<file path="src/ccs_pkg.sv">
// Purpose: Shared constants and types of the common command and status unit.
// Assumes: One system clock; commands arrive already decoded.
// Notes:   The nonvolatile word packs both enable masks and the clear flag.
package ccs_pkg;

	// ------------------------------------------------------------------
	// Commands and internal states
	// ------------------------------------------------------------------
	typedef enum logic [4:0] {
		CMD_CLS   = 5'h00, CMD_ESE   = 5'h01, CMD_ESE_Q = 5'h02,
		CMD_ESR_Q = 5'h03, CMD_IDN_Q = 5'h04, CMD_OPC   = 5'h05,
		CMD_OPC_Q = 5'h06, CMD_OPT_Q = 5'h07, CMD_PSC   = 5'h08,
		CMD_PSC_Q = 5'h09, CMD_RCL   = 5'h0A, CMD_RST   = 5'h0B,
		CMD_SAV   = 5'h0C, CMD_SRE   = 5'h0D, CMD_SRE_Q = 5'h0E,
		CMD_STB_Q = 5'h0F, CMD_OTHER = 5'h10
	} ccs_cmd_t;

	typedef enum logic [2:0] {
		ST_PU_RD    = 3'b000, ST_PU_MASK = 3'b001, ST_RCL_WAIT = 3'b010,
		ST_IDLE     = 3'b011, ST_SEQ     = 3'b100, ST_OPCQ     = 3'b101,
		ST_NVWR     = 3'b110
	} ccs_fsm_t;

	typedef enum logic [1:0] {
		SLOPE_POS = 2'b00, SLOPE_NEG = 2'b01, SLOPE_EITHER = 2'b10
	} ccs_slope_t;

	// ------------------------------------------------------------------
	// Device settings that are saved, recalled and reset
	// ------------------------------------------------------------------
	typedef struct packed {
		logic        cal_on;
		logic        output_on;
		logic [15:0] volt_mv;
		logic [15:0] prot_delay_ms;
		logic [7:0]  acq_cnt_curr;
		logic [7:0]  acq_cnt_volt;
		logic [15:0] hyst_curr;
		logic [15:0] hyst_volt;
		logic [15:0] lev_curr;
		logic [15:0] lev_volt;
		ccs_slope_t  slope_curr;
		ccs_slope_t  slope_volt;
		logic        acq_src_bus;
		logic        tran_src_int;
		logic [15:0] sweep_points;
		logic [15:0] sample_int_ns;
	} ccs_state_t;

	localparam int STATE_W = $bits(ccs_state_t);

	// Protection delay of 0.08 s and sample interval of 15.6 us.
	localparam logic [15:0] PROT_DELAY_MS = 16'h0050;
	localparam logic [15:0] SWEEP_POINTS  = 16'h0800;
	localparam logic [15:0] SAMPLE_INT_NS = 16'h3CF0;

	localparam ccs_state_t RST_STATE = '{
		cal_on: 1'b0, output_on: 1'b0, volt_mv: 16'h0000,
		prot_delay_ms: PROT_DELAY_MS, acq_cnt_curr: 8'h01,
		acq_cnt_volt: 8'h01, hyst_curr: 16'h0000, hyst_volt: 16'h0000,
		lev_curr: 16'h0000, lev_volt: 16'h0000, slope_curr: SLOPE_POS,
		slope_volt: SLOPE_POS, acq_src_bus: 1'b0, tran_src_int: 1'b0,
		sweep_points: SWEEP_POINTS, sample_int_ns: SAMPLE_INT_NS};

	// ------------------------------------------------------------------
	// Event flags, status byte and storage layout
	// ------------------------------------------------------------------
	localparam int EV_PWR_UP  = 7;
	localparam int EV_CMD_ERR = 5;
	localparam int EV_EXE_ERR = 4;
	localparam int EV_DEV_ERR = 3;
	localparam int EV_QRY_ERR = 2;
	localparam int EV_OPS_DONE = 0;
	localparam logic [7:0] ESR_USED_MASK = 8'hBD;
	localparam logic [7:0] ESR_RESET     = 8'h80;
	localparam logic [7:0] STB_MSS_MASK  = 8'hBF;
	localparam int SB_MSS = 6;
	localparam int SB_ESB = 5;
	localparam int SB_MAV = 4;
	localparam logic [7:0] ASCII_ONE  = 8'h31;
	localparam logic [7:0] ASCII_ZERO = 8'h30;
	localparam logic [7:0] SLOT_COUNT = 8'h04;
	localparam int MEM_WORDS = 5;
	localparam int MEM_AW    = 3;
	localparam logic [2:0] NV_WORD_IDX = 3'h4;
	localparam int NV_ESE_LSB = 0;
	localparam int NV_SRE_LSB = 8;
	localparam int NV_PSC_BIT = 16;
endpackage

</file>
<file path="src/ccs_mem_if.sv">
// Purpose: Carries the storage port between the controller and the store.
// Assumes: Read data appear one clock after the read strobe.
// Notes:   One shared address serves both reads and writes.
interface ccs_mem_if #(parameter int AW = 3, parameter int W = 8);
	logic          wr_en;
	logic          rd_en;
	logic [AW-1:0] addr;
	logic [W-1:0]  wdata;
	logic [W-1:0]  rdata;
	logic          rd_valid;
	modport ctrl (output wr_en, rd_en, addr, wdata, input rdata, rd_valid);
	modport mem  (input wr_en, rd_en, addr, wdata, output rdata, rd_valid);
endinterface

</file>
<file path="src/ccs_nvmem.sv">
// Purpose: Nonvolatile store for the saved setting slots and the mask word.
// Assumes: Contents survive the reset; only the read strobe is reset.
// Notes:   Read data come from a register one cycle after the strobe.
module ccs_nvmem #(
	parameter int WORDS = 5,
	parameter int AW    = 3,
	parameter int W     = 8
) (
	input wire logic   clk,
	input wire logic   rst_n,
	ccs_mem_if.mem     mp
);
	logic [W-1:0] mem_ff [WORDS];

	// ------------------------------------------------------------------
	// Storage
	// ------------------------------------------------------------------
	// The array has no reset on purpose, so saved slots outlive a reset.
	always_ff @(posedge clk) begin
		if (mp.wr_en) begin
			mem_ff[mp.addr] <= mp.wdata;
		end
		if (mp.rd_en) begin
			mp.rdata <= mem_ff[mp.addr];
		end
	end

	// Read strobe delayed to line up with the registered data.
	always_ff @(posedge clk) begin
		if (!rst_n) begin
			mp.rd_valid <= 1'b0;
		end else begin
			mp.rd_valid <= mp.rd_en;
		end
	end
endmodule

</file>
<file path="src/ccs_status_unit.sv">
// Purpose: Common command handling, event flags and status summary.
// Assumes: Commands arrive decoded; neighbours run the settings and trigger.
// Notes:   Responses leave one byte at a time through a ready handshake.
import ccs_pkg::*;

// Behaviour
// - Clear-status zeroes event flags, status summaries and pulses neighbour clearing.
// - Clear-status after a terminator also empties the response and drops message bit.
// - Enabled event flags ORed together drive the event summary bit.
// - Eight-bit event enable mask is writable and readable back.
// - Flag layout fixed; bits 6 and 1 always read zero.
// - Reading the event flags returns them and then clears them.
// - Operations-done flag arms on request, sets once nothing is pending.
// - Pending means overlapped work outstanding or trigger actions busy.
// - Overlapped commands run alongside; others block until finished.
// - Blocking completion query stalls commands, then answers ASCII one.
// - Identity query returns four comma separated fields.
// - Options query answers ASCII zero when nothing is fitted.
// - With clear flag set, both masks clear at power-up.
// - With clear flag clear, both masks reload from storage at power-up.
// - Save copies present settings to slot 0 to 3.
// - Recall restores a slot and aborts the trigger system.
// - Recalled settings always have calibration switched off.
// - Power-up restores slot 0 when the power-up select asks for it.
// - Reset-to-defaults also aborts the trigger system.
// - Reset-to-defaults loads the fixed default settings table.
// - Status bits masked by service enable, ORed, drive bit 6.
// - Message bit clears at power-up, on clear-status after a terminator or when empty.
module ccs_status_unit #(
	parameter int          IDN_LEN = 21,
	// Identity string value is arbitrary.
	parameter logic [167:0] IDN_STR = "ACME,DCS01A,0,A.01.02",
	parameter int          PEND_W  = 4
) (
	input  wire logic             clk,
	input  wire logic             rst_n,
	input  wire logic             cmd_valid,
	input  wire ccs_pkg::ccs_cmd_t cmd_code,
	input  wire logic [7:0]       cmd_arg,
	input  wire logic             cmd_after_term,
	input  wire logic             cmd_overlap,
	output logic                  cmd_ready,
	output logic                  exec_start,
	output logic                  exec_overlap,
	input  wire logic             exec_done,
	input  wire logic             ovl_done,
	input  wire logic             trig_busy,
	input  wire logic             err_command,
	input  wire logic             err_execution,
	input  wire logic             err_device,
	input  wire logic             err_query,
	input  wire logic             oper_summary,
	input  wire logic             ques_summary,
	input  wire logic             power_up_state_select,
	input  wire ccs_pkg::ccs_state_t cur_state,
	output ccs_pkg::ccs_state_t   state_value,
	output logic                  state_load,
	output logic                  abort_trig,
	output logic                  clear_status,
	output logic                  flush_outq,
	output logic                  resp_valid,
	output logic [7:0]            resp_data,
	input  wire logic             resp_ready,
	output logic [7:0]            status_byte,
	output logic [7:0]            event_flags,
	output logic [7:0]            event_mask,
	output logic [7:0]            service_mask
);
	import ccs_pkg::*;

	localparam int IDXW = $clog2(IDN_LEN + 1);

	ccs_fsm_t            state_ff, nxt_state;
	logic [7:0]          esr_ff, nxt_esr, ese_ff, sre_ff, stb_ff;
	logic                psc_ff, opc_armed_ff, cmd_ready_ff;
	logic [PEND_W-1:0]   pend_ff;
	logic                resp_valid_ff, rsp_idn_ff;
	logic [7:0]          resp_data_ff, rsp_val_ff;
	logic [IDXW-1:0]     idx_ff, rsp_len_ff;
	logic                exec_start_ff, exec_overlap_ff;
	logic                state_load_ff, abort_ff, clear_ff, flush_ff;
	ccs_state_t          state_value_ff;
	logic                acc, is_q, q_drop, q_go, arg_ok, ops_idle, opc_set;
	logic                esr_clr, start, start_idn, event_summary_bit, mss;
	logic [7:0]          ev, start_val, stb_bits;

	ccs_mem_if #(.AW(MEM_AW), .W(STATE_W)) mif ();

	ccs_nvmem #(.WORDS(MEM_WORDS), .AW(MEM_AW), .W(STATE_W)) u_nvmem (
		.clk   (clk),
		.rst_n (rst_n),
		.mp    (mif.mem)
	);

	// ------------------------------------------------------------------
	// Command acceptance
	// ------------------------------------------------------------------
	// A query is refused while an earlier answer is still draining.
	always_comb begin
		acc      = cmd_valid && cmd_ready_ff;
		is_q     = cmd_code inside {CMD_ESE_Q, CMD_ESR_Q, CMD_IDN_Q,
			CMD_OPC_Q, CMD_OPT_Q, CMD_PSC_Q, CMD_SRE_Q, CMD_STB_Q};
		q_drop   = acc && is_q && resp_valid_ff;
		q_go     = acc && is_q && !resp_valid_ff;
		arg_ok   = cmd_arg < SLOT_COUNT;
		ops_idle = (pend_ff == '0) && !trig_busy;
		opc_set  = opc_armed_ff && ops_idle;
	end

	// Next control state.
	always_comb begin
		nxt_state = state_ff;
		case (state_ff)
			ST_PU_RD: nxt_state = ST_PU_MASK;
			ST_PU_MASK: begin
				if (mif.rd_valid) begin
					nxt_state = power_up_state_select ? ST_RCL_WAIT : ST_IDLE;
				end
			end
			ST_RCL_WAIT: begin
				if (mif.rd_valid) begin
					nxt_state = ST_IDLE;
				end
			end
			ST_IDLE: begin
				if (acc) begin
					case (cmd_code)
						CMD_ESE, CMD_SRE, CMD_PSC: nxt_state = ST_NVWR;
						CMD_RCL: nxt_state = arg_ok ? ST_RCL_WAIT : ST_IDLE;
						CMD_OPC_Q: nxt_state = q_go ? ST_OPCQ : ST_IDLE;
						CMD_OTHER: nxt_state = cmd_overlap ? ST_IDLE : ST_SEQ;
						default: nxt_state = ST_IDLE;
					endcase
				end
			end
			ST_SEQ: begin
				if (exec_done) begin
					nxt_state = ST_IDLE;
				end
			end
			ST_OPCQ: begin
				if (ops_idle) begin
					nxt_state = ST_IDLE;
				end
			end
			ST_NVWR: nxt_state = ST_IDLE;
			default: nxt_state = ST_IDLE;
		endcase
	end

	// State register and the ready flag that mirrors the idle state.
	always_ff @(posedge clk) begin
		if (!rst_n) begin
			state_ff     <= ST_PU_RD;
			cmd_ready_ff <= 1'b0;
		end else begin
			state_ff     <= nxt_state;
			cmd_ready_ff <= nxt_state == ST_IDLE;
		end
	end

	// ------------------------------------------------------------------
	// Storage port
	// ------------------------------------------------------------------
	// The mask word is written on a spare cycle so it never meets a save.
	always_comb begin
		mif.rd_en = (state_ff == ST_PU_RD) ||
			(state_ff == ST_PU_MASK && mif.rd_valid && power_up_state_select) ||
			(acc && cmd_code == CMD_RCL && arg_ok);
		mif.wr_en = (acc && cmd_code == CMD_SAV && arg_ok) ||
			(state_ff == ST_NVWR);
		if (state_ff == ST_PU_RD || state_ff == ST_NVWR) begin
			mif.addr = NV_WORD_IDX;
		end else if (state_ff == ST_PU_MASK) begin
			mif.addr = '0;
		end else begin
			mif.addr = cmd_arg[MEM_AW-1:0];
		end
		mif.wdata = (state_ff == ST_NVWR) ?
			STATE_W'({psc_ff, sre_ff, ese_ff}) : cur_state;
	end

	// ------------------------------------------------------------------
	// Masks and power-on clear flag
	// ------------------------------------------------------------------
	always_ff @(posedge clk) begin
		if (!rst_n) begin
			ese_ff <= 8'h00;
			sre_ff <= 8'h00;
			psc_ff <= 1'b1;
		end else if (state_ff == ST_PU_MASK && mif.rd_valid) begin
			psc_ff <= mif.rdata[NV_PSC_BIT];
			// Only a word that says keep reloads; anything else clears.
			if (!mif.rdata[NV_PSC_BIT]) begin
				ese_ff <= mif.rdata[NV_ESE_LSB +: 8];
				sre_ff <= mif.rdata[NV_SRE_LSB +: 8];
			end else begin
				ese_ff <= 8'h00;
				sre_ff <= 8'h00;
			end
		end else if (acc) begin
			if (cmd_code == CMD_ESE) begin
				ese_ff <= cmd_arg;
			end
			if (cmd_code == CMD_SRE) begin
				sre_ff <= cmd_arg;
			end
			if (cmd_code == CMD_PSC) begin
				psc_ff <= cmd_arg[0];
			end
		end
	end

	// ------------------------------------------------------------------
	// Event flags
	// ------------------------------------------------------------------
	// New events win over a clear in the same cycle, so none is lost.
	always_comb begin
		ev = 8'h00;
		ev[EV_CMD_ERR]  = err_command;
		ev[EV_EXE_ERR]  = err_execution ||
			(acc && cmd_code inside {CMD_SAV, CMD_RCL} && !arg_ok);
		ev[EV_DEV_ERR]  = err_device;
		ev[EV_QRY_ERR]  = err_query || q_drop;
		ev[EV_OPS_DONE] = opc_set;
		esr_clr = acc && (cmd_code == CMD_CLS ||
			(cmd_code == CMD_ESR_Q && q_go));
		nxt_esr = ((esr_clr ? 8'h00 : esr_ff) | ev) & ESR_USED_MASK;
	end

	always_ff @(posedge clk) begin
		if (!rst_n) begin
			esr_ff <= ESR_RESET;
		end else begin
			esr_ff <= nxt_esr;
		end
	end

	// Completion tracking: overlapped work and a pending completion request.
	always_ff @(posedge clk) begin
		if (!rst_n) begin
			pend_ff      <= '0;
			opc_armed_ff <= 1'b0;
		end else begin
			if (acc && cmd_code == CMD_OTHER && cmd_overlap && !ovl_done) begin
				pend_ff <= pend_ff + PEND_W'(1);
			end else if (ovl_done && !(acc && cmd_code == CMD_OTHER &&
				cmd_overlap) && pend_ff != '0) begin
				pend_ff <= pend_ff - PEND_W'(1);
			end
			if (acc && cmd_code == CMD_OPC) begin
				opc_armed_ff <= 1'b1;
			end else if (opc_set) begin
				opc_armed_ff <= 1'b0;
			end
		end
	end

	// ------------------------------------------------------------------
	// Status byte
	// ------------------------------------------------------------------
	always_comb begin
		event_summary_bit = |(esr_ff & ese_ff);
		stb_bits = {oper_summary, 1'b0, event_summary_bit, resp_valid_ff, ques_summary,
			3'b000};
		mss = |(stb_bits & sre_ff & STB_MSS_MASK);
	end

	always_ff @(posedge clk) begin
		if (!rst_n) begin
			stb_ff <= 8'h00;
		end else begin
			stb_ff <= stb_bits | {1'b0, mss, 6'b000000};
		end
	end

	// ------------------------------------------------------------------
	// Output queue
	// ------------------------------------------------------------------
	function automatic logic [7:0] rsp_byte(input logic idn,
		input logic [7:0] val, input logic [IDXW-1:0] i);
		int sh;
		sh = 8 * (IDN_LEN - 1 - int'(i));
		return idn ? IDN_STR[sh +: 8] : val;
	endfunction

	// Which answer starts, and its first byte.
	always_comb begin
		start     = q_go && cmd_code != CMD_OPC_Q;
		start_idn = cmd_code == CMD_IDN_Q;
		case (cmd_code)
			CMD_ESE_Q: start_val = ese_ff;
			CMD_ESR_Q: start_val = esr_ff;
			CMD_SRE_Q: start_val = sre_ff;
			CMD_STB_Q: start_val = stb_ff;
			CMD_PSC_Q: start_val = {7'h00, psc_ff};
			CMD_OPT_Q: start_val = ASCII_ZERO;
			default:   start_val = 8'h00;
		endcase
		if (state_ff == ST_OPCQ && ops_idle) begin
			start     = 1'b1;
			start_idn = 1'b0;
			start_val = ASCII_ONE;
		end
	end

	// The message bit is this valid flag, so it falls with the last byte.
	always_ff @(posedge clk) begin
		if (!rst_n) begin
			resp_valid_ff <= 1'b0;
			resp_data_ff  <= 8'h00;
			rsp_val_ff    <= 8'h00;
			rsp_idn_ff    <= 1'b0;
			idx_ff        <= '0;
			rsp_len_ff    <= '0;
		end else if (acc && cmd_code == CMD_CLS && cmd_after_term) begin
			resp_valid_ff <= 1'b0;
		end else if (start) begin
			resp_valid_ff <= 1'b1;
			resp_data_ff  <= rsp_byte(start_idn, start_val, '0);
			rsp_val_ff    <= start_val;
			rsp_idn_ff    <= start_idn;
			idx_ff        <= IDXW'(1);
			rsp_len_ff    <= start_idn ? IDXW'(IDN_LEN) : IDXW'(1);
		end else if (resp_valid_ff && resp_ready) begin
			if (idx_ff == rsp_len_ff) begin
				resp_valid_ff <= 1'b0;
			end else begin
				resp_data_ff <= rsp_byte(rsp_idn_ff, rsp_val_ff, idx_ff);
				idx_ff       <= idx_ff + IDXW'(1);
			end
		end
	end

	// ------------------------------------------------------------------
	// Strobes to the neighbouring blocks
	// ------------------------------------------------------------------
	always_ff @(posedge clk) begin
		if (!rst_n) begin
			exec_start_ff   <= 1'b0;
			exec_overlap_ff <= 1'b0;
			clear_ff        <= 1'b0;
			flush_ff        <= 1'b0;
		end else begin
			exec_start_ff   <= acc && cmd_code == CMD_OTHER;
			exec_overlap_ff <= cmd_overlap;
			clear_ff        <= acc && cmd_code == CMD_CLS;
			flush_ff        <= acc && cmd_code == CMD_CLS && cmd_after_term;
		end
	end

	// Settings load: defaults on reset command, a slot on recall.
	always_ff @(posedge clk) begin
		if (!rst_n) begin
			state_load_ff  <= 1'b0;
			abort_ff       <= 1'b0;
			state_value_ff <= RST_STATE;
		end else if (acc && cmd_code == CMD_RST) begin
			state_load_ff  <= 1'b1;
			abort_ff       <= 1'b1;
			state_value_ff <= RST_STATE;
		end else if (state_ff == ST_RCL_WAIT && mif.rd_valid) begin
			state_load_ff  <= 1'b1;
			abort_ff       <= 1'b1;
			state_value_ff <= ccs_state_t'(mif.rdata);
			state_value_ff.cal_on <= 1'b0;
		end else begin
			state_load_ff <= 1'b0;
			abort_ff      <= 1'b0;
		end
	end

	assign cmd_ready    = cmd_ready_ff;
	assign exec_start   = exec_start_ff;
	assign exec_overlap = exec_overlap_ff;
	assign state_value  = state_value_ff;
	assign state_load   = state_load_ff;
	assign abort_trig   = abort_ff;
	assign clear_status = clear_ff;
	assign flush_outq   = flush_ff;
	assign resp_valid   = resp_valid_ff;
	assign resp_data    = resp_data_ff;
	assign status_byte  = stb_ff;
	assign event_flags  = esr_ff;
	assign event_mask   = ese_ff;
	assign service_mask = sre_ff;
endmodule

</file>
<file path="config.mk">
export PLATFORM = sky130hd
export DESIGN_NAME = ccs_status_unit
export DESIGN_NICKNAME = d
export VERILOG_FILES = /design/src/ccs_pkg.sv /design/src/ccs_mem_if.sv /design/src/ccs_nvmem.sv /design/src/ccs_status_unit.sv
export SDC_FILE = /design/constraint.sdc
export NUM_CORES = 1
export LEC_CHECK = 0
export BUFFER_PORTS_ARGS = -buffer_cell sky130_fd_sc_hd__buf_2
export CAP_MARGIN = 20
export CORE_ASPECT_RATIO = 0.6
export CORE_UTILIZATION = 50
export CTS_BUF_LIST = sky130_fd_sc_hd__clkbuf_8
export DETAILED_ROUTE_END_ITERATION = 10
export PLACE_DENSITY = 0.66
export SKIP_LAST_GASP = 1
export SLEW_MARGIN = 20
export SYNTH_ARGS = -nofsm -noshare
export SYNTH_HDL_FRONTEND = slang
export SYNTH_SLANG_ARGS = --single-unit
export TNS_END_PERCENT = 1
</file>
<file path="constraint.sdc">
create_clock -name clk -period 26.4 [get_ports clk]
set_clock_uncertainty 0.15 [all_clocks]
set_input_delay 1.32 -clock clk [delete_from_list [all_inputs] [get_ports clk]]
set_output_delay 1.32 -clock clk [all_outputs]
set_load 0.05 [all_outputs]
</file>
==> flow_summary.json <==
{
  "peakVddDrop_v": 0.0000473,
  "p_int_mw": 2.71,
  "wire_per_inst_um": 23.5,
  "grt_pass1_wl_um": 164000,
  "finalSetupViolCount": 0,
  "timing.final.crit_share_pct": 20.7,
  "fmax_mhz": 183,
  "slew_headroom_pct": 22.6,
  "swShare_pct": 24.4,
  "die_w_um": 378,
  "p_leak_nw": 17.6,
  "clk_pin_slew_ns": 0.06,
  "grtUsageTotal_pct": 25.5,
  "numCtsBuffers": 159,
  "gp_congestion": 0.880,
  "dpl_worst_slack_ns": 20.37,
  "grt_max_degree": 153,
  "layout_commonest_cell": "edfxtp_1",
  "p_clk_share_pct": 36.5,
  "htree_levels": 4,
  "cts_tree": "done",
  "worst_pin_slew_ns": 1.16,
  "hold_ws_ns": 0.303,
  "ant_nets": 0,
  "yosys_warnings": 0,
  "crit_slowest_cell": "nand3b_1",
  "port_buffers": 373,
  "endpoint_kind": "flip-flop",
  "max_stage_delay_ns": 0.76,
  "synth-seq-cells": 1124,
  "via_per_inst": 5.73,
  "initial_core_util_pct": 50.7,
  "wirelength_um": 110000,
  "synth.distinct_cells": 74,
  "drc_errors": 0,
  "seqPwrFrac_pct": 56.0,
  "finalNetCount": 3588,
  "drive_above_1_share_pct": 18.5,
  "arrival_ns": 5.78,
  "clock_path_buffers": 3,
  "vias": 26791,
  "netlist_area_um2": 42500,
  "layout_common_cells": "edfxtp_1 (906), nand2_1 (546), buf_2 (372)",
  "yosys-top-cells-area": "edfxtp_1 (64%), dfxtp_1 (10%), nand2_1 (4.9%)",
  "cpMostUsedCell": "buf_4",
  "antenna_found_initial": 12,
  "drt_iter0_markers": 2114,
  "worstSkewPairLatency_ns": 0.85,
  "grt_pass1_vias": 26858,
  "synth-edff-count": 906,
  "startpoint_type": "flip-flop",
  "cp-startpoint": "state_ff[0]",
  "synth_top_area_cell": "edfxtp_1",
  "clockRootBuffer": "clkbuf_8",
  "layout_min_cycle_time_ns": 5.47,
  "final.setup.tns_ns": 0,
  "crit_type": "reg2reg",
  "fp.coreArea_um2": 83800,
  "postSynthCellCount": 3018,
  "dp_hpwl_um": 60000,
  "hold_buffers": 0,
  "first_pass_iters": 7,
  "critPathRequiredTime_ns": 26.70,
  "combPwrFrac_pct": 7.5,
  "synth_top_area_share_pct": 64.0,
  "postCtsSetupRepairBufs": 0,
  "rsz0062_at_grt": "no",
  "die-area_um2": 86200,
  "synth_top_flop_cell": "edfxtp_1",
  "ys_seq_area_share_pct": 74.3,
  "hold_viol": 0,
  "p_sw_mw": 0.877,
  "setup_ws_ns": 20.93,
  "area_growth_pct": 14.2,
  "drv_cap": 0,
  "clock-sinks": 1124,
  "num_io_pins": 381,
  "p_per_area_nw_per_um2": 74.0,
  "critPathMaxFanout": 71,
  "status": "finished clean",
  "num_rows": 82,
  "async_flop_share_pct": 0,
  "avgSynthCellArea_um2": 14.1,
  "nFillCells": 6631,
  "die_h_um": 228,
  "worstPathCellList": "nor2b_2 -> and2_1 -> nor2_1 -> nand3b_1 -> buf_4 -> nor3b_2 -> buf_4 -> buf_4",
  "hp-start": "state_value[91]",
  "hp-class": "reg2reg",
  "cts_resized": 0,
  "slew_violations": 0,
  "overflow": 0,
  "rr_startpoint": "state_ff[0]"
}
==> flip-flops by register name, indices dropped and copies added (netlist names), 2 cells and up <==
name,cells
u_nvmem.mem_ff,755
rsp_val_ff,8
service_mask,8
u_nvmem.mp.rdata,151
state_ff,3
resp_data,8
event_flags,6
state_value,151
rsp_len_ff,2
status_byte,5
pend_ff,4
event_mask,8
idx_ff,5
==> Yosys cell counts, drive strengths merged, types with 6 or more instances <==
| cell | n |
|---|---|
| nor2 | 51 |
| nand2b | 9 |
| and2 | 150 |
| o211ai | 6 |
| a31oi | 9 |
| nand2 | 549 |
| edfxtp | 906 |
| buf | 37 |
| nor3 | 16 |
| a221o | 151 |
| o21ai | 176 |
| nand3 | 32 |
| a211oi | 25 |
| inv | 11 |
| nor4 | 6 |
| clkbuf | 160 |
| dfxtp | 218 |
| a21oi | 186 |
| nor2b | 13 |
| mux2i | 168 |
| and3 | 7 |
| a22oi | 17 |
| nand3b | 6 |
==> power by group through the flow <==
stage                     clock network (mW)  registers, mW  logic (mW)
after detailed placement                   0           2.05       0.270
after floorplan                            0           2.07       0.156
final                                   1.31           2.01       0.271
after CTS                               1.34           2.01       0.272
after global routing                    1.41           2.01       0.294
after global placement                     0           2.05       0.265
==> cell families after synthesis <==
group	synth area share, %
adder cells (fa/ha/maj)	0.165
multiplexers	3.99
other	0.00883
AO/OA/AOI/OAI	9.99
AND/OR/NAND/NOR	9.34
buffers and inverters	1.99
XOR/XNOR	0.206
flip-flops	74.3
==> layer usage <==
metal | routed length, µm | global-route usage [%]
met2 | 52000 | 40.2
met5 | 23 | 0
met3 | 7570 | 4.46
met4 | 2870 | 9.30
met1 | 47400 | 35.6
==> final timing paths <==
check	to	slack (ns)	cells past startpoint
max	u_nvmem.mem_ff[3][118]	20.93	8
max reg2reg	u_nvmem.mem_ff[3][118]	20.93	8
min reg2reg	state_value[91]	0.30	2
min	state_value[91]	0.30	2
==> critical path, delay by kind of cell, from the launching register on <==
family	cells	cell delay, ns
buffers and inverters	3	2.05
flip-flops	1	0.73
AND/OR/NAND/NOR	5	2.01
==> per-stage QoR <==
step                cells  util, %  area [µm²]  total power, mW
floorplan            3023        -       42500             2.22
global placement     4373     54.2       45400             2.31
detailed placement   4373     54.2       45400             2.32
CTS                  4667     57.8       48500             3.62
global route         4676     57.9       48500             3.72
finish               4677     57.9       48500             3.59
==> final cells by class <==
class / count / area, µm² / share of cell area, %
clock buffer: 182 / 2500 / 5.16
timing repair buffer: 415 / 2220 / 4.58
antenna: 8 / 20.0 / 0.0412
inverter: 13 / 48.8 / 0.101
sequential: 1124 / 31600 / 65.0
tap: 1134 / 1420 / 2.92
multi-input combinational: 1689 / 10200 / 21.0
clock inverter: 112 / 564 / 1.16
No activity file was read; power rests on OpenSTA's default activity.
